[src/logic/edsc_cfg.svh]
// Purpose: Constants for the end device sleep controller.
// Assumes: 125 MHz clock.
// Notes:   Register offsets are byte addresses on an APB slave.
`ifndef EDSC_CFG_SVH
`define EDSC_CFG_SVH
`define EDSC_CLK_HZ 125000000
`define EDSC_TICK_MS 10
`define EDSC_TICK_CYC ((`EDSC_CLK_HZ / 1000) * `EDSC_TICK_MS)
`define EDSC_POLL_MS 100
`define EDSC_POLL_TICKS (`EDSC_POLL_MS / `EDSC_TICK_MS)
`define EDSC_MODE_PIN 8'h01
`define EDSC_MODE_CYC_TIMED 8'h04
`define EDSC_MODE_CYC_PIN 8'h05
`define EDSC_SP_MIN 16'h0020
`define EDSC_SP_MAX 16'h0af0
`define EDSC_SN_MIN 16'h0001
`define EDSC_OPT_FULL_HOLD 1
`define EDSC_OPT_EXTENDED 2
`define EDSC_OFF_MODE 12'h000
`define EDSC_OFF_PERIOD 12'h004
`define EDSC_OFF_MULT 12'h008
`define EDSC_OFF_OPTIONS 12'h00c
`define EDSC_OFF_HOLD 12'h010
`define EDSC_OFF_CTRL 12'h014
`define EDSC_OFF_STATUS 12'h018
`define EDSC_OFF_CHMASK 12'h01c
`define EDSC_RST_MODE 8'h00
`define EDSC_RST_PERIOD 16'h0020
`define EDSC_RST_MULT 16'h0001
`define EDSC_RST_HOLD 16'h01f4
`define EDSC_RST_CHMASK 16'hffff
`endif

[src/logic/edsc_pkg.sv]
// Purpose: Types for the end device sleep controller.
// Assumes: Nothing.
// Notes:   State encoding is the enum order, 0 to 5, as read in the status word.
package edsc_pkg;
	typedef enum logic [2:0] {
		EDSC_AWAKE_IDLE,
		EDSC_POLL_WAIT,
		EDSC_RX_DATA,
		EDSC_SCAN,
		EDSC_DRAIN,
		EDSC_SLEEP
	} edsc_state_e;
endpackage

[src/logic/edsc_sleep_ctrl.sv]
// Purpose: Sleep and wake controller of a battery powered end device.
// Assumes: All inputs synchronous to clk; radio and serial report by pulses.
// Notes:   Registers on APB, one aligned word each, low bits used.
//
// Functional notes
// - While awake, poll the parent every 100 ms.
// - After a poll, keep the receiver on until the acknowledgment.
// - Pending data keeps the receiver on; otherwise receiver off until next poll.
// - Entering sleep drives the awake indicator low.
// - With flow control on, entering sleep drives CTS high.
// - Waking drives awake indicator high and, with flow control, CTS low.
// - Serial and radio data are ignored while sleeping.
// - Unjoined on wake, scan every channel in the scan channel mask.
// - Sleep mode setting 1 selects pin sleep.
// - Raised sleep request sleeps after transmit, receive or scan completes.
// - Lowered sleep request wakes the device in pin sleep.
// - Sleep mode setting 4 or 5 selects cyclic sleep.
// - Mode 5 wakes on period expiry or request line falling edge.
// - Mode 4 wakes only on period expiry.
// - After cyclic poll stay awake on parent or serial data, else sleep.
// - Data arrival starts or restarts the configurable wake hold timer.
// - Cyclic sleep resumes on hold timer expiry or immediate sleep command.
// - Sleep period accepted from 0x20 to 0xaf0, in 10 ms units.
// - Period multiplier accepted from 1 to 0xffff.
// - Options bit 0x02 forces full hold; bit 0x04 enables extended sleep (the wake still comes after one sleep period).
// - In cyclic sleep, multiplier above one raises indicator only on radio data or count.
`include "edsc_cfg.svh"
`timescale 1ns/10ps
`default_nettype none
module edsc_sleep_ctrl
	import edsc_pkg::*;
#(
	parameter int TICK_CYCLES = `EDSC_TICK_CYC,
	parameter int POLL_TICKS = `EDSC_POLL_TICKS
) (
	// Clock, reset and clock enable.
	input wire logic clk,
	input wire logic resetn,
	input wire logic clkEn,
	// APB slave.
	input wire logic psel,
	input wire logic penable,
	input wire logic pwrite,
	input wire logic [11:0] paddr,
	input wire logic [31:0] pwdata,
	output logic [31:0] prdata,
	output logic pready,
	output logic pslverr,
	// Host side pins.
	input wire logic sleepRequestLine,
	input wire logic flowControlPinConfig,
	output logic awakeIndicator,
	output logic ctsN,
	// Radio and serial activity.
	input wire logic joined,
	input wire logic txBusy,
	input wire logic serialRxPulse,
	input wire logic radioRxPulse,
	input wire logic pollAck,
	input wire logic ackPending,
	input wire logic rxDone,
	input wire logic scanDone,
	output logic pollRequest,
	output logic rxEnable,
	output logic scanStart,
	output logic [15:0] scanChannelMask,
	output logic sleeping
);

	// ------------------------------------------------------------------
	// Register file.
	// ------------------------------------------------------------------
	logic [7:0] sleepModeSelect_ff;
	logic [15:0] sleepPeriodSetting_ff;
	logic [15:0] periodMultiplier_ff;
	logic [7:0] sleepOptions_ff;
	logic [15:0] wakeHoldTimer_ff;
	logic [15:0] chMask_ff;
	logic sleepNow_ff;
	edsc_state_e state_ff;
	logic [31:0] rdData;
	logic rdHit;
	logic wrAcc;

	// Clamp a requested value into the accepted range.
	function automatic logic [15:0] clampRange(input logic [15:0] v, input logic [15:0] lo,
		input logic [15:0] hi);
		if (v < lo) begin
			return lo;
		end else if (v > hi) begin
			return hi;
		end
		return v;
	endfunction

	assign pready = 1'b1;
	assign wrAcc = psel && penable && pwrite;
	assign pslverr = psel && penable && !rdHit;

	// Software writes; out of range periods are clamped, not rejected.
	always_ff @(posedge clk or negedge resetn) begin
		if (!resetn) begin
			sleepModeSelect_ff <= `EDSC_RST_MODE;
			sleepPeriodSetting_ff <= `EDSC_RST_PERIOD;
			periodMultiplier_ff <= `EDSC_RST_MULT;
			sleepOptions_ff <= 8'h00;
			wakeHoldTimer_ff <= `EDSC_RST_HOLD;
			chMask_ff <= `EDSC_RST_CHMASK;
		end else if (clkEn && wrAcc) begin
			unique case (paddr)
				`EDSC_OFF_MODE: sleepModeSelect_ff <= pwdata[7:0];
				`EDSC_OFF_PERIOD: sleepPeriodSetting_ff <= clampRange(pwdata[15:0],
					`EDSC_SP_MIN, `EDSC_SP_MAX);
				`EDSC_OFF_MULT: periodMultiplier_ff <= clampRange(pwdata[15:0],
					`EDSC_SN_MIN, 16'hffff);
				`EDSC_OFF_OPTIONS: sleepOptions_ff <= pwdata[7:0];
				`EDSC_OFF_HOLD: wakeHoldTimer_ff <= pwdata[15:0];
				`EDSC_OFF_CHMASK: chMask_ff <= pwdata[15:0];
				default: ;
			endcase
		end
	end

	// Immediate sleep command: a write of bit 0 to the control word.
	always_ff @(posedge clk or negedge resetn) begin
		if (!resetn) begin
			sleepNow_ff <= 1'b0;
		end else if (clkEn) begin
			sleepNow_ff <= wrAcc && paddr == `EDSC_OFF_CTRL && pwdata[0];
		end
	end

	// Read decode.
	always_comb begin
		rdHit = 1'b1;
		rdData = 32'h0000_0000;
		unique case (paddr)
			`EDSC_OFF_MODE: rdData = {24'h00_0000, sleepModeSelect_ff};
			`EDSC_OFF_PERIOD: rdData = {16'h0000, sleepPeriodSetting_ff};
			`EDSC_OFF_MULT: rdData = {16'h0000, periodMultiplier_ff};
			`EDSC_OFF_OPTIONS: rdData = {24'h00_0000, sleepOptions_ff};
			`EDSC_OFF_HOLD: rdData = {16'h0000, wakeHoldTimer_ff};
			`EDSC_OFF_CTRL: rdData = 32'h0000_0000;
			`EDSC_OFF_STATUS: rdData = {26'h000_0000, awakeIndicator, rxEnable, sleeping,
				3'(state_ff)};
			`EDSC_OFF_CHMASK: rdData = {16'h0000, chMask_ff};
			default: rdHit = 1'b0;
		endcase
	end

	// Read data is registered so that it is stable in the access phase.
	always_ff @(posedge clk or negedge resetn) begin
		if (!resetn) begin
			prdata <= 32'h0000_0000;
		end else if (clkEn && psel && !penable && !pwrite) begin
			prdata <= rdData;
		end
	end

	// ------------------------------------------------------------------
	// Time base.
	// ------------------------------------------------------------------
	logic [23:0] tickCnt_ff;
	logic tick;
	assign tick = tickCnt_ff == 24'(TICK_CYCLES - 1);

	// Free running 10 ms tick for every timer below.
	always_ff @(posedge clk or negedge resetn) begin
		if (!resetn) begin
			tickCnt_ff <= 24'h00_0000;
		end else if (clkEn) begin
			tickCnt_ff <= tick ? 24'h00_0000 : tickCnt_ff + 24'h00_0001;
		end
	end

	// ------------------------------------------------------------------
	// Mode decode and sleep sequencer.
	// ------------------------------------------------------------------
	logic pinMode;
	logic cyclicMode;
	logic reqPrev_ff;
	logic reqFall;
	logic [7:0] pollCnt_ff;
	logic [15:0] periodCnt_ff;
	logic [15:0] multCnt_ff;
	logic [15:0] holdCnt_ff;
	logic holdRun_ff;
	logic polledOnce_ff;
	logic periodDone;
	logic dataIn;
	logic wantSleep;
	logic pollDue;
	edsc_state_e nxt_state;

	assign pinMode = sleepModeSelect_ff == `EDSC_MODE_PIN;
	assign cyclicMode = sleepModeSelect_ff == `EDSC_MODE_CYC_TIMED
		|| sleepModeSelect_ff == `EDSC_MODE_CYC_PIN;
	assign reqFall = reqPrev_ff && !sleepRequestLine;
	assign sleeping = state_ff == EDSC_SLEEP;
	assign dataIn = !sleeping && (serialRxPulse || radioRxPulse);
	assign periodDone = tick && periodCnt_ff <= 16'h0001;
	assign pollDue = tick && pollCnt_ff >= 8'(POLL_TICKS - 1);

	// Pin sleep wants sleep on a high request line; cyclic sleep once the hold
	// timer is idle, unless the full hold option keeps it running.
	always_comb begin
		wantSleep = 1'b0;
		if (pinMode) begin
			wantSleep = sleepRequestLine;
		end else if (cyclicMode) begin
			wantSleep = sleepNow_ff || (!holdRun_ff && polledOnce_ff);
		end
	end

	// Sequencer: sleep is entered only from idle, so transfers finish first.
	always_comb begin
		nxt_state = state_ff;
		unique case (state_ff)
			EDSC_AWAKE_IDLE: begin
				if (!joined) begin
					nxt_state = EDSC_SCAN;
				end else if (wantSleep && !txBusy) begin
					nxt_state = EDSC_SLEEP;
				end else if (pollDue) begin
					nxt_state = EDSC_POLL_WAIT;
				end
			end
			EDSC_POLL_WAIT: begin
				if (pollAck) begin
					nxt_state = ackPending ? EDSC_RX_DATA : EDSC_AWAKE_IDLE;
				end
			end
			EDSC_RX_DATA: if (rxDone) nxt_state = EDSC_AWAKE_IDLE;
			EDSC_SCAN: if (scanDone) nxt_state = EDSC_AWAKE_IDLE;
			EDSC_DRAIN: nxt_state = EDSC_AWAKE_IDLE;
			EDSC_SLEEP: begin
				if (pinMode && !sleepRequestLine) begin
					nxt_state = EDSC_DRAIN;
				end else if (cyclicMode && (periodDone
					|| (sleepModeSelect_ff == `EDSC_MODE_CYC_PIN && reqFall))) begin
					nxt_state = EDSC_DRAIN;
				end
			end
			default: nxt_state = EDSC_AWAKE_IDLE;
		endcase
	end

	// State register and request line history.
	always_ff @(posedge clk or negedge resetn) begin
		if (!resetn) begin
			state_ff <= EDSC_AWAKE_IDLE;
			reqPrev_ff <= 1'b0;
		end else if (clkEn) begin
			state_ff <= nxt_state;
			reqPrev_ff <= sleepRequestLine;
		end
	end

	// Poll interval; a wake forces a poll at the next tick by preloading the count.
	always_ff @(posedge clk or negedge resetn) begin
		if (!resetn) begin
			pollCnt_ff <= 8'h00;
		end else if (clkEn) begin
			if (state_ff == EDSC_DRAIN) begin
				pollCnt_ff <= 8'(POLL_TICKS - 1);
			end else if (state_ff == EDSC_POLL_WAIT) begin
				pollCnt_ff <= 8'h00;
			end else if (tick && state_ff != EDSC_SLEEP && !pollDue) begin
				pollCnt_ff <= pollCnt_ff + 8'h01;
			end
		end
	end

	// Poll strobe and receiver gate.
	always_ff @(posedge clk or negedge resetn) begin
		if (!resetn) begin
			pollRequest <= 1'b0;
			scanStart <= 1'b0;
		end else if (clkEn) begin
			pollRequest <= state_ff == EDSC_AWAKE_IDLE && nxt_state == EDSC_POLL_WAIT;
			scanStart <= state_ff == EDSC_AWAKE_IDLE && nxt_state == EDSC_SCAN;
		end
	end
	assign rxEnable = state_ff == EDSC_POLL_WAIT || state_ff == EDSC_RX_DATA;
	assign scanChannelMask = chMask_ff;

	// Sleep period and multiplier counters; the wake comes after one SP even with extended sleep.
	always_ff @(posedge clk or negedge resetn) begin
		if (!resetn) begin
			periodCnt_ff <= `EDSC_RST_PERIOD;
			multCnt_ff <= 16'h0000;
		end else if (clkEn) begin
			if (state_ff != EDSC_SLEEP) begin
				periodCnt_ff <= sleepPeriodSetting_ff;
				multCnt_ff <= sleepOptions_ff[`EDSC_OPT_EXTENDED] ? periodMultiplier_ff
					: 16'h0001;
			end else if (tick) begin
				if (periodCnt_ff > 16'h0001) begin
					periodCnt_ff <= periodCnt_ff - 16'h0001;
				end else if (multCnt_ff > 16'h0001) begin
					periodCnt_ff <= sleepPeriodSetting_ff;
					multCnt_ff <= multCnt_ff - 16'h0001;
				end
			end
		end
	end

	// Wake hold timer, restarted by every data arrival while awake.
	always_ff @(posedge clk or negedge resetn) begin
		if (!resetn) begin
			holdCnt_ff <= 16'h0000;
			holdRun_ff <= 1'b0;
		end else if (clkEn) begin
			if (sleeping || sleepNow_ff) begin
				holdRun_ff <= 1'b0;
			end else if (dataIn || (state_ff == EDSC_POLL_WAIT && pollAck && ackPending)
				|| (state_ff == EDSC_DRAIN && sleepOptions_ff[`EDSC_OPT_FULL_HOLD])) begin
				holdCnt_ff <= wakeHoldTimer_ff;
				holdRun_ff <= 1'b1;
			end else if (tick && holdRun_ff) begin
				if (holdCnt_ff <= 16'h0001) begin
					holdRun_ff <= 1'b0;
				end else begin
					holdCnt_ff <= holdCnt_ff - 16'h0001;
				end
			end
		end
	end

	// Unless commanded to sleep at once, a cyclic wake must see one acknowledged poll before it may sleep again;
	// without this the idle state would fall straight back to sleep unpolled.
	always_ff @(posedge clk or negedge resetn) begin
		if (!resetn) begin
			polledOnce_ff <= 1'b0;
		end else if (clkEn) begin
			if (sleeping) begin
				polledOnce_ff <= 1'b0;
			end else if (state_ff == EDSC_POLL_WAIT && pollAck) begin
				polledOnce_ff <= 1'b1;
			end
		end
	end

	// ------------------------------------------------------------------
	// Host facing pins.
	// ------------------------------------------------------------------
	logic [15:0] wakeCnt_ff;

	// Wake cycle count for the multiplier gated indicator.
	always_ff @(posedge clk or negedge resetn) begin
		if (!resetn) begin
			wakeCnt_ff <= 16'h0000;
		end else if (clkEn && state_ff == EDSC_SLEEP && nxt_state == EDSC_DRAIN) begin
			wakeCnt_ff <= (wakeCnt_ff + 16'h0001 >= periodMultiplier_ff) ? 16'h0000
				: wakeCnt_ff + 16'h0001;
		end
	end

	// Indicator and CTS follow sleep entry and wake; CTS idles low when unused.
	always_ff @(posedge clk or negedge resetn) begin
		if (!resetn) begin
			awakeIndicator <= 1'b1;
			ctsN <= 1'b0;
		end else if (clkEn) begin
			if (nxt_state == EDSC_SLEEP) begin
				awakeIndicator <= 1'b0;
				ctsN <= flowControlPinConfig;
			end else if (state_ff == EDSC_SLEEP) begin
				ctsN <= 1'b0;
				awakeIndicator <= !cyclicMode || periodMultiplier_ff == 16'h0001
					|| wakeCnt_ff + 16'h0001 >= periodMultiplier_ff;
			end else if (radioRxPulse) begin
				awakeIndicator <= 1'b1;
			end
		end
	end

endmodule
`default_nettype wire

[config.mk]
export PLATFORM = sky130hd
export DESIGN_NAME = edsc_sleep_ctrl
export DESIGN_NICKNAME = d
export VERILOG_FILES = /design/src/logic/edsc_pkg.sv /design/src/logic/edsc_sleep_ctrl.sv
export VERILOG_INCLUDE_DIRS = /design/src /design/src/logic
export SDC_FILE = /design/constraint.sdc
export NUM_CORES = 1
export LEC_CHECK = 0
export BUFFER_PORTS_ARGS = -buffer_cell sky130_fd_sc_hd__buf_2
export CAP_MARGIN = 20
export CORE_ASPECT_RATIO = 0.6
export CORE_MARGIN = 5
export CORE_UTILIZATION = 60
export DETAILED_ROUTE_END_ITERATION = 8
export GPL_TIMING_DRIVEN = 0
export PLACE_DENSITY_LB_ADDON = 0.15
export RECOVER_POWER = 50
export SLEW_MARGIN = 20
export SYNTH_ARGS = -nofsm -noshare
export SYNTH_HDL_FRONTEND = slang
export SYNTH_SLANG_ARGS = --single-unit
export TNS_END_PERCENT = 50
[constraint.sdc]
create_clock -name clk -period 3.2 [get_ports clk]
set_clock_uncertainty 0.2 [all_clocks]
set_input_delay 0.64 -clock clk [delete_from_list [all_inputs] [get_ports clk]]
set_output_delay 0.64 -clock clk [all_outputs]
set_load 0.005 [all_outputs]
* Yosys cells after proc, flatten, opt, wreduce, memory -nomap -nowiden
Cells that the tools add are included.
** Word-level totals
- Input port bits :: 60
- Output and inout bits :: 56
- Memories :: 0
- Bits in read-only memories :: 0
- Bits in registers :: 219
- RAM bits :: 0
- Bits in latches :: 0
- Logic and storage cells :: 193
** Operators by class
- Reductions and logical operators :: 74
- Multiply operators :: 0
- Div/mod/pow operators :: 0
- Muxes and demuxes :: 56
- Add/subtract/negate cells :: 6
- Bitwise logic cells :: 1
- Shift operators :: 0
- $lt $le $gt $ge :: 10
- Equal/unequal tests :: 24
** Operators with widths (number)
- two-way mux 16 bit :: 19
- one-hot mux 16 bit (7 select lines) :: 1
- == test 12 x 5 -> 1 bit, second input constant :: 4
- subtractor 16 x 1 -> 16 bit, second input constant :: 3
- > comparator 16 x 1 -> 1 bit, second input constant :: 2
- <= comparator 16 x 1 -> 1 bit, second input constant :: 2
- logical AND 1 bit :: 28
- adder 24 x 1 -> 24 bit, second input constant :: 1
- == test 12 x 4 -> 1 bit, second input constant :: 2
- == test 24 x 21 -> 1 bit, second input constant :: 1
- two-way mux 24 bit :: 1
- two-way mux 3 bit :: 8
- two-way mux 8 bit :: 3
- two-way mux 1 bit :: 22
- AND reduction 2 bit :: 10
- adder 16 x 1 -> 16 bit, second input constant :: 1
- == test 16 x 1 -> 1 bit, second input constant :: 1
- == test 8 x 3 -> 1 bit, second input constant :: 2
- >= comparator 16 bit :: 1
- > comparator 16 x 12 -> 1 bit, second input constant :: 1
- > comparator 16 bit, second input constant :: 1
- < comparator 16 x 1 -> 1 bit, second input constant :: 1
- < comparator 16 x 6 -> 1 bit, second input constant :: 1
- one-hot mux 3 bit (5 select lines) :: 1
- other kinds (20) :: 54

* Longest topological paths before layout
Gate-level depths: netlist of run 1.
- Depth in word-level cells :: 12
- Gate-level depth with buffers :: 13
- Gate-level depth less buffers :: 12

* Worst setup path after synthesis of run 1
OpenSTA, ideal clock, no wires.
- Path type :: register -> register
- Start :: register wakeCnt_ff[0]
- End :: register wakeCnt_ff[2]
- Data required time :: 2924 ps
- Clock period less this slack :: 2972 ps
- Arrival :: 2695 ps
- Path buffers :: 0
- Stages on the path, launching flop included :: 12
- Setup slack :: 228 ps
- Cell sequence :: dfrtp_1 -> ha_1 -> inv_1 -> nor2_1 -> xnor2_1 -> ha_1 -> a21o_1 -> a221oi_1 -> o21ai_0 -> a21o_1 -> or4_1 -> o21ai_1
** On the way
- Word-level cells in the longest chain between the ends :: 3
** Ends and longest elaborated chain
- start: declaration :: RTL line edsc_sleep_ctrl.sv:347 : logic [15:0] wakeCnt_ff;
- start signal: assignment :: RTL line edsc_sleep_ctrl.sv:354 : wakeCnt_ff <= (wakeCnt_ff + 16'h0001 >= periodMultiplier_ff) ? 16'h0000
- adder 16 x 1 -> 16 bit * :: RTL line edsc_sleep_ctrl.sv:354, edsc_sleep_ctrl.sv:355
- >= comparator 16 bit :: RTL line edsc_sleep_ctrl.sv:354
- two-way mux 16 bit * :: RTL line edsc_sleep_ctrl.sv:354
Every way passes the cells marked *; elsewhere a longest branch is shown, timed or not.
A chain may end at the register's enable or synchronous reset.

* Worst setup path after layout of run 1
- Start :: input port paddr[9]
- End :: register wakeHoldTimer_ff[10]
** On the way
- Word-level cells in the longest chain between the ends :: 2
** Ends and longest elaborated chain
- start: declaration :: RTL line edsc_sleep_ctrl.sv:44 : input wire logic [11:0] paddr,
- == test 12 x 5 -> 1 bit :: RTL line edsc_sleep_ctrl.sv:110 : unique case (paddr)
- AND reduction 2 bit (no line)
- end signal: assignment :: RTL line edsc_sleep_ctrl.sv:107 : wakeHoldTimer_ff <= `EDSC_RST_HOLD;
- end signal: assignment :: RTL line edsc_sleep_ctrl.sv:117 : `EDSC_OFF_HOLD: wakeHoldTimer_ff <= pwdata[15:0];
- end: declaration :: RTL line edsc_sleep_ctrl.sv:77 : logic [15:0] wakeHoldTimer_ff;
Every way passes these cells.

==> impl_metrics.tcl, run 1 <==
set metrics [dict create \
    finalMaxSlewViolations 0 \
    drcViolationCount 0 \
    die_h_um 116 \
    r2r-end "wakeCnt_ff[13]$_DFFE_PN0P_" \
    fin_util_pct 71.2 \
    root_buffer "clkbuf_16" \
    placed_cell_area_um2 12200 \
    track_usage_pct 31.6 \
    hold_viol_final 0 \
    status "finished clean" \
    timing.rr.start "wakeCnt_ff[4]$_DFFE_PN0P_" \
    combPwrFrac_pct 14.5 \
    synth_edf_count 0 \
    yosys-top-cells-count "177 x dfrtp_1, 120 x o21ai_0, 89 x nor2_1" \
    h-tree-depth 1 \
    ctsLongestPathBuffers 3 \
    ys_warn_count 0 \
    critPathKind "in -> reg" \
    holdWs_ps 206 \
    finalSetupViolCount 0 \
    yosys.area.top_type "dfrtp_1" \
    slew_headroom_pct 12.3 \
    sequentialPowerShare_pct 44.5 \
    clock_latency_ps 510 \
    hp-start "sleepRequestLine" \
    cts_tree "yes" \
    synth.most_common_cell "dfrtp_1" \
    synthToLayoutAreaGrowth_pct 15.1 \
    grt_pass1_vias 9484 \
    die_area_um2 21800 \
    dp_hpwl_um 25200 \
    reg2reg_depth 11 \
    switching_power_mw 1.78 \
    routed_via_density 6.51 \
    critPathRequiredTime_ps 3390 \
    synth_area_leaders "dfrtp_1 39%, mux2_2 6.3%, dfstp_2 6.0%, o21ai_0 5.3%, a21oi_1 3.0%" \
    synth_seq_cells 203 \
    synth_cells 1180 \
    switching_share_pct 28.2 \
    seq_area_frac_synth_pct 45.1 \
    port-buffer-count 81 \
    first_iter_violations 1402 \
    min_period_ps 3120 \
    async_flop_share_pct 100 \
    hp-class "in -> reg" \
    fmax_mhz 320 \
    antennaDiodeCount 0 \
    drv_cap 0 \
    drive_gt1_share_pct 19.7 \
    first_pass_iters 6 \
    crit_path_end_kind "flip-flop" \
    vias 10200 \
    clock-sinks 203 \
    grt_first_pass_wirelength_um 54400 \
    antenna_left 0 \
    power_mw 6.30 \
    period_share_pct 97.6 \
    synth_top_area_share_pct 39.1 \
    ys_types 79 \
    clkPwrFrac_pct 40.9 \
    cts.clk_slew.worst_paths_ps 70 \
    synth_ff_type "dfrtp_1" \
    fin_nets 1400 \
    p_leak_nw 5.72 \
    pwr_density_cell_nw_per_um2 484 \
    wirelength_um 34800 \
    wl_per_cell_um 22.2 \
    nFillCells 1416 \
    min_path_cells 2 \
    cp_max_fo 10 \
    syn-cell-area_um2 11300 \
    holdPathEnd "reqPrev_ff$_DFFE_PN0P_" \
    worstMarginPinSlew_ps 1320 \
    pin_count 116 \
    worst-r2r-setup-slack_ps 100 \
    numCtsBuffers 20 \
    gp_congestion 1.01 \
    grt_antenna_before_repair 0 \
    core_area_um2 18300 \
    syn_avg_cell_area_um2 9.60 \
    stdcell_area_um2 13000 \
    start_kind "input port" \
    power.internal_mw 4.52 \
    ir_drop_uv 288 \
    placement_rows 38 \
    overflow 0 \
    initial_core_util_pct 61.9 \
    grt_start_max_net_pins 93 \
    worstPathArrival_ps 3310 \
    fp.dieW_um 187 \
]
[what timing repair did]
action | CTS | global route
gates resized for setup | 13 | 19
hold buffers | 1 | 0
endpoints found under the hold margin | 21 | 0
pin swaps | 2 | 7
endpoints found under the setup margin | 20 | 30
setup buffers | 1 | 13
[power by group through the flow]
stage | combinational, mW | sequential (mW) | clock [mW]
after CTS | 0.896 | 2.80 | 2.58
final | 0.915 | 2.81 | 2.58
after detailed placement | 0.888 | 2.85 | 0
after floorplan | 0.579 | 2.82 | 0
after global routing | 1.01 | 2.83 | 2.70
after global placement | 0.859 | 2.85 | 0
[stage by stage]
step           instances  setup slack (ps)  TNS, ps
6_report            1567              77.5        0
5_1_grt             1567             -41.0     -110
4_1_cts             1555             -5.60    -5.60
3_5_place_dp        1518              -465    -8040
3_3_place_gp        1516             -2170  -410480
2_1_floorplan       1195               228        0
[worst max path at each step]
stage                                          from                               end  depth (start not counted)
after floorplan           wakeCnt_ff[0]$_DFFE_PN0P_         wakeCnt_ff[2]$_DFFE_PN0P_                         11
after global placement                       resetn        holdCnt_ff[10]$_DFFE_PN0P_                          1
after detailed placement  wakeCnt_ff[0]$_DFFE_PN0P_        wakeCnt_ff[15]$_DFFE_PN0P_                         12
after CTS                 wakeCnt_ff[7]$_DFFE_PN0P_        wakeCnt_ff[13]$_DFFE_PN0P_                         11
after global routing      wakeCnt_ff[4]$_DFFE_PN0P_        wakeCnt_ff[13]$_DFFE_PN0P_                         11
final                                      paddr[9]  wakeHoldTimer_ff[10]$_DFFE_PN0P_                          6
[cells by family (layout without fill, tap and decap cells)]
group,after synthesis,after routing,synth area share [%]
simple gates,389,389,18.3
compound gates,319,319,17.5
flops,203,203,45.1
buf+inv,126,258,5.07
mux,76,76,7.96
xor+xnor,38,38,2.94
fa+ha+maj,27,27,2.98
other cells,2,17,0.0663
[registers in the layout, summed over array words and instances (netlist names), 16 cells and up]
register               flops
multCnt_ff                16
tickCnt_ff                24
periodMultiplier_ff       16
wakeCnt_ff                16
scanChannelMask           16
holdCnt_ff                16
sleepPeriodSetting_ff     16
prdata                    16
periodCnt_ff              16
wakeHoldTimer_ff          16
[cell type report]
class                      instances  area [um2]  area share [%]
multi-input combinational        866        5800            44.5
sequential                       203        5120            39.2
clock buffer                      27         578            4.43
timing repair buffer              98         547            4.19
buffer                            71         374            2.87
tap                              240         300            2.30
inverter                          53         199            1.53
clock inverter                     9         129           0.988
[critical path, cell delays in order]
cell and delay (ps):
buf_2 100, nor4_2 520, nand4b_1 550, nor3_2 800, buf_4 330, mux2_2 360
[layout by cell type, fill, tap and decap left out, types with 6 or more instances in the layout]
cell / synthesis / routed
a21oi_1: 68 / 66
a22o_1: 13 / 13
a22oi_1: 27 / 27
a31oi_1: 12 / 11
and2_1: 12 / 11
and3_1: 11 / 11
and4_1: 9 / 9
buf_2: 8 / 71
buf_4: 20 / 35
clkbuf_1: 34 / 54
clkbuf_16: 0 / 21
conb_1: 2 / 17
dfrtp_1: 177 / 174
dfstp_1: 0 / 17
dfstp_2: 26 / 9
ha_1: 27 / 26
inv_1: 53 / 53
mux2_2: 63 / 63
mux2i_1: 8 / 8
nand2_1: 81 / 81
nand2b_1: 10 / 10
nand3_1: 43 / 43
nand4_1: 18 / 18
nor2_1: 89 / 86
nor2b_1: 9 / 9
nor3_1: 31 / 31
nor3b_1: 7 / 7
nor4_1: 22 / 21
nor4b_1: 8 / 7
o21ai_0: 120 / 117
o22a_1: 7 / 7
o2bb2ai_1: 6 / 6
or4_1: 9 / 9
xnor2_1: 27 / 24
xor2_1: 11 / 11
[per-layer routing]
metal  up-vias  GRT usage (%)  wire length, um
met3        82           9.62             4640
li1       4578              -                -
met4         0           7.72              853
met2       642           42.9            13500
met5         -              0                0
met1      4904           49.1            15700
Note: power is estimated with default switching activity, not from simulation.
==> run 2, diff against run 1 <==
- ABC_AREA: unset -> 1
- ABC_CLOCK_PERIOD_IN_PS: unset -> 3200
==> impl_metrics.tcl, run 2 <==
set metrics [dict create \
    status "finished clean" \
    crit_path_end_kind "primary output" \
    first_pass_iters 6 \
    grt_start_max_net_pins 99 \
    die_area_um2 22300 \
    grt_first_pass_wirelength_um 55800 \
    wirelength_um 35400 \
    power.internal_mw 4.51 \
    grt_antenna_before_repair 0 \
    synth_top_area_share_pct 38.2 \
    antenna_left 0 \
    switching_share_pct 30.8 \
    cts.clk_slew.worst_paths_ps 60 \
    holdWs_ps 201 \
    ir_drop_uv 422 \
    fin_util_pct 69.4 \
    rsz0062_at_grt "true" \
    die_h_um 118 \
    drive_gt1_share_pct 13.6 \
    cp_max_fo 9 \
    combPwrFrac_pct 18.4 \
    first_iter_violations 1232 \
    yosys.area.top_type "dfrtp_1" \
    regMostFlops "tickCnt_ff" \
    yosys-top-cells-count "371 x nand2_1, 177 x dfrtp_1, 177 x inv_1" \
    timing.rr.start "wakeCnt_ff[2]$_DFFE_PN0P_" \
    synth_edf_count 0 \
    drv_cap 0 \
    largest_reg_flops 24 \
    min_path_cells 3 \
    cts_tree "yes" \
    placement_rows 39 \
    synth_area_leaders "dfrtp_1 38%, nand2_1 12%, dfstp_2 5.9%, inv_1 5.7%, o21ai_0 4.3%" \
    slew_headroom_pct 9.44 \
    synth_ff_type "dfrtp_1" \
    synthToLayoutAreaGrowth_pct 14.0 \
    synth_seq_cells 203 \
    layout_commonest_cell "nand2_1" \
    r2r-end "wakeCnt_ff[6]$_DFFE_PN0P_" \
    grt_pass1_vias 10100 \
    pin_count 116 \
    hp-class "in -> reg" \
    pwr_density_cell_nw_per_um2 493 \
    syn-cell-area_um2 11600 \
    hp-start "pwdata[14]" \
    worstPathArrival_ps 2250 \
    fmax_mhz 324 \
    vias 11300 \
    synth.most_common_cell "nand2_1" \
    h-tree-depth 1 \
    worstMarginPinSlew_ps 1360 \
    holdPathEnd "periodMultiplier_ff[14]$_DFFE_PN0P_" \
    min_period_ps 3090 \
    tns_ps 0 \
    finalMaxSlewViolations 0 \
    drcViolationCount 0 \
    gp_congestion 0.959 \
    p_leak_nw 6.63 \
    track_usage_pct 31.0 \
    sequentialPowerShare_pct 44.2 \
    nFillCells 1580 \
    fp.dieW_um 189 \
    clkPwrFrac_pct 37.4 \
    root_buffer "clkbuf_16" \
    async_flop_share_pct 100 \
    core_area_um2 19000 \
    fin_nets 1733 \
    overflow 0 \
    start_kind "input port" \
    reg2reg_depth 19 \
    ys_warn_count 0 \
    clock-sinks 203 \
    numCtsBuffers 21 \
    ctsLongestPathBuffers 3 \
    wl_per_cell_um 18.6 \
    ys_types 54 \
    dp_hpwl_um 26900 \
    hold_viol_final 0 \
    pre_cts_slack_ps -590 \
    finalSetupViolCount 0 \
    synth_cells 1515 \
    routed_via_density 5.90 \
    port-buffer-count 81 \
    worst-r2r-setup-slack_ps 120 \
    setup_slack_ps 115 \
    initial_core_util_pct 60.9 \
    period_share_pct 96.4 \
    critPathRequiredTime_ps 2360 \
    power_mw 6.52 \
    critPathKind "in -> out" \
    seq_area_frac_synth_pct 44.1 \
    layout_common_cells "370 x nand2_1, 178 x inv_1, 177 x dfrtp_1, 118 x nor2_1, 98 x o21ai_0" \
    switching_power_mw 2.01 \
    syn_avg_cell_area_um2 7.65 \
    clock_latency_ps 500 \
]
==> run 2: changes by cell type in the layout (fill, tap and decap cells not counted), moves of 21 or more <==
cell and change:
nand2_1 +289, clkbuf_1 -25, inv_2 +23, nor2_1 +32
o22ai_1 +21, mux2_2 -63, nand3_1 +21, o21ai_1 +80
inv_1 +125, xor2_1 +22, a22oi_1 -22, nand4_1 +23
==> run 2: worst max path at each step <==
stage,slack [ps],depth (start not counted),end,from
final,110,10,pslverr,paddr[0]
after detailed placement,-590,18,wakeCnt_ff[10]$_DFFE_PN0P_,wakeCnt_ff[0]$_DFFE_PN0P_
after CTS,30,19,awakeIndicator$_DFFE_PN1P_,wakeCnt_ff[0]$_DFFE_PN0P_
after global routing,-120,19,wakeCnt_ff[3]$_DFFE_PN0P_,wakeCnt_ff[2]$_DFFE_PN0P_
after floorplan,230,18,wakeCnt_ff[11]$_DFFE_PN0P_,wakeCnt_ff[0]$_DFFE_PN0P_
after global placement,-2120,1,pollCnt_ff[1]$_DFFE_PN0P_,resetn
==> run 2: final cells by class <==
class / count / area [um2] / share of cell area (%)
Timing Repair Buffer: 93 / 522 / 3.95
Antenna cell: 1 / 2.50 / 0.0189
Multi-Input combinational cell: 1064 / 5490 / 41.6
Sequential cell: 203 / 5110 / 38.7
Clock buffer: 29 / 596 / 4.51
Inverter: 204 / 768 / 5.81
Buffer: 59 / 348 / 2.63
Clock inverter: 8 / 68.8 / 0.521
Tap cell: 246 / 308 / 2.33
==> run 2: power groups by stage <==
| stage | combinational [mW] | sequential [mW] | clock [mW] |
|---|---|---|---|
| 6_report | 1.20 | 2.88 | 2.44 |
| 2_1_floorplan | 0.825 | 2.88 | 0 |
| 4_1_cts | 1.18 | 2.87 | 2.46 |
| 3_3_place_gp | 1.13 | 2.91 | 0 |
| 3_5_place_dp | 1.17 | 2.92 | 0 |
| 5_1_grt | 1.34 | 2.89 | 2.57 |
==> run 2: timing repair <==
item / in CTS / in global routing
endpoints found under the hold margin: 32 / 0
pin swaps: 2 / 8
hold buffers: 1 / 0
setup endpoints to repair: 18 / 17
gates resized for setup: 8 / 16
buffers inserted: 4 / 5
==> run 2: cell families (layout without fill, tap and decap cells) <==
| logic type | count (synthesis) | count (layout) | synth area share (%) |
|---|---|---|---|
| xor+xnor | 44 | 44 | 3.32 |
| fa+ha+maj | 27 | 27 | 2.91 |
| other cells | 2 | 18 | 0.0648 |
| flops | 203 | 203 | 44.1 |
| mux | 2 | 2 | 0.173 |
| compound gates | 307 | 307 | 14.9 |
| buf+inv | 263 | 393 | 9.60 |
| simple gates | 667 | 667 | 24.9 |
==> run 2: per-stage QoR <==
step | instances | instance area, um2
after global placement | 1857 | 12400
after detailed placement | 1859 | 12400
after floorplan | 1530 | 11700
final | 1907 | 13200
after CTS | 1901 | 13200
after global routing | 1906 | 13200
==> run 2: critical path, cell delays in order <==
cell and delay (ps):
buf_2 90, inv_1 40, nand2_1 60, nor2_1 220, nand2_1 190, nor2_4 300, nand2_1 290, nand4_1 160
nor4_1 90, buf_2 160
==> run 2: metal layers <==
layer	track usage [%]	vias up	wire, um
li1	-	5224	-
met1	49.4	5327	16400
met2	40.5	663	13500
met3	11.8	46	5010
met4	4.16	0	415
met5	0	-	0
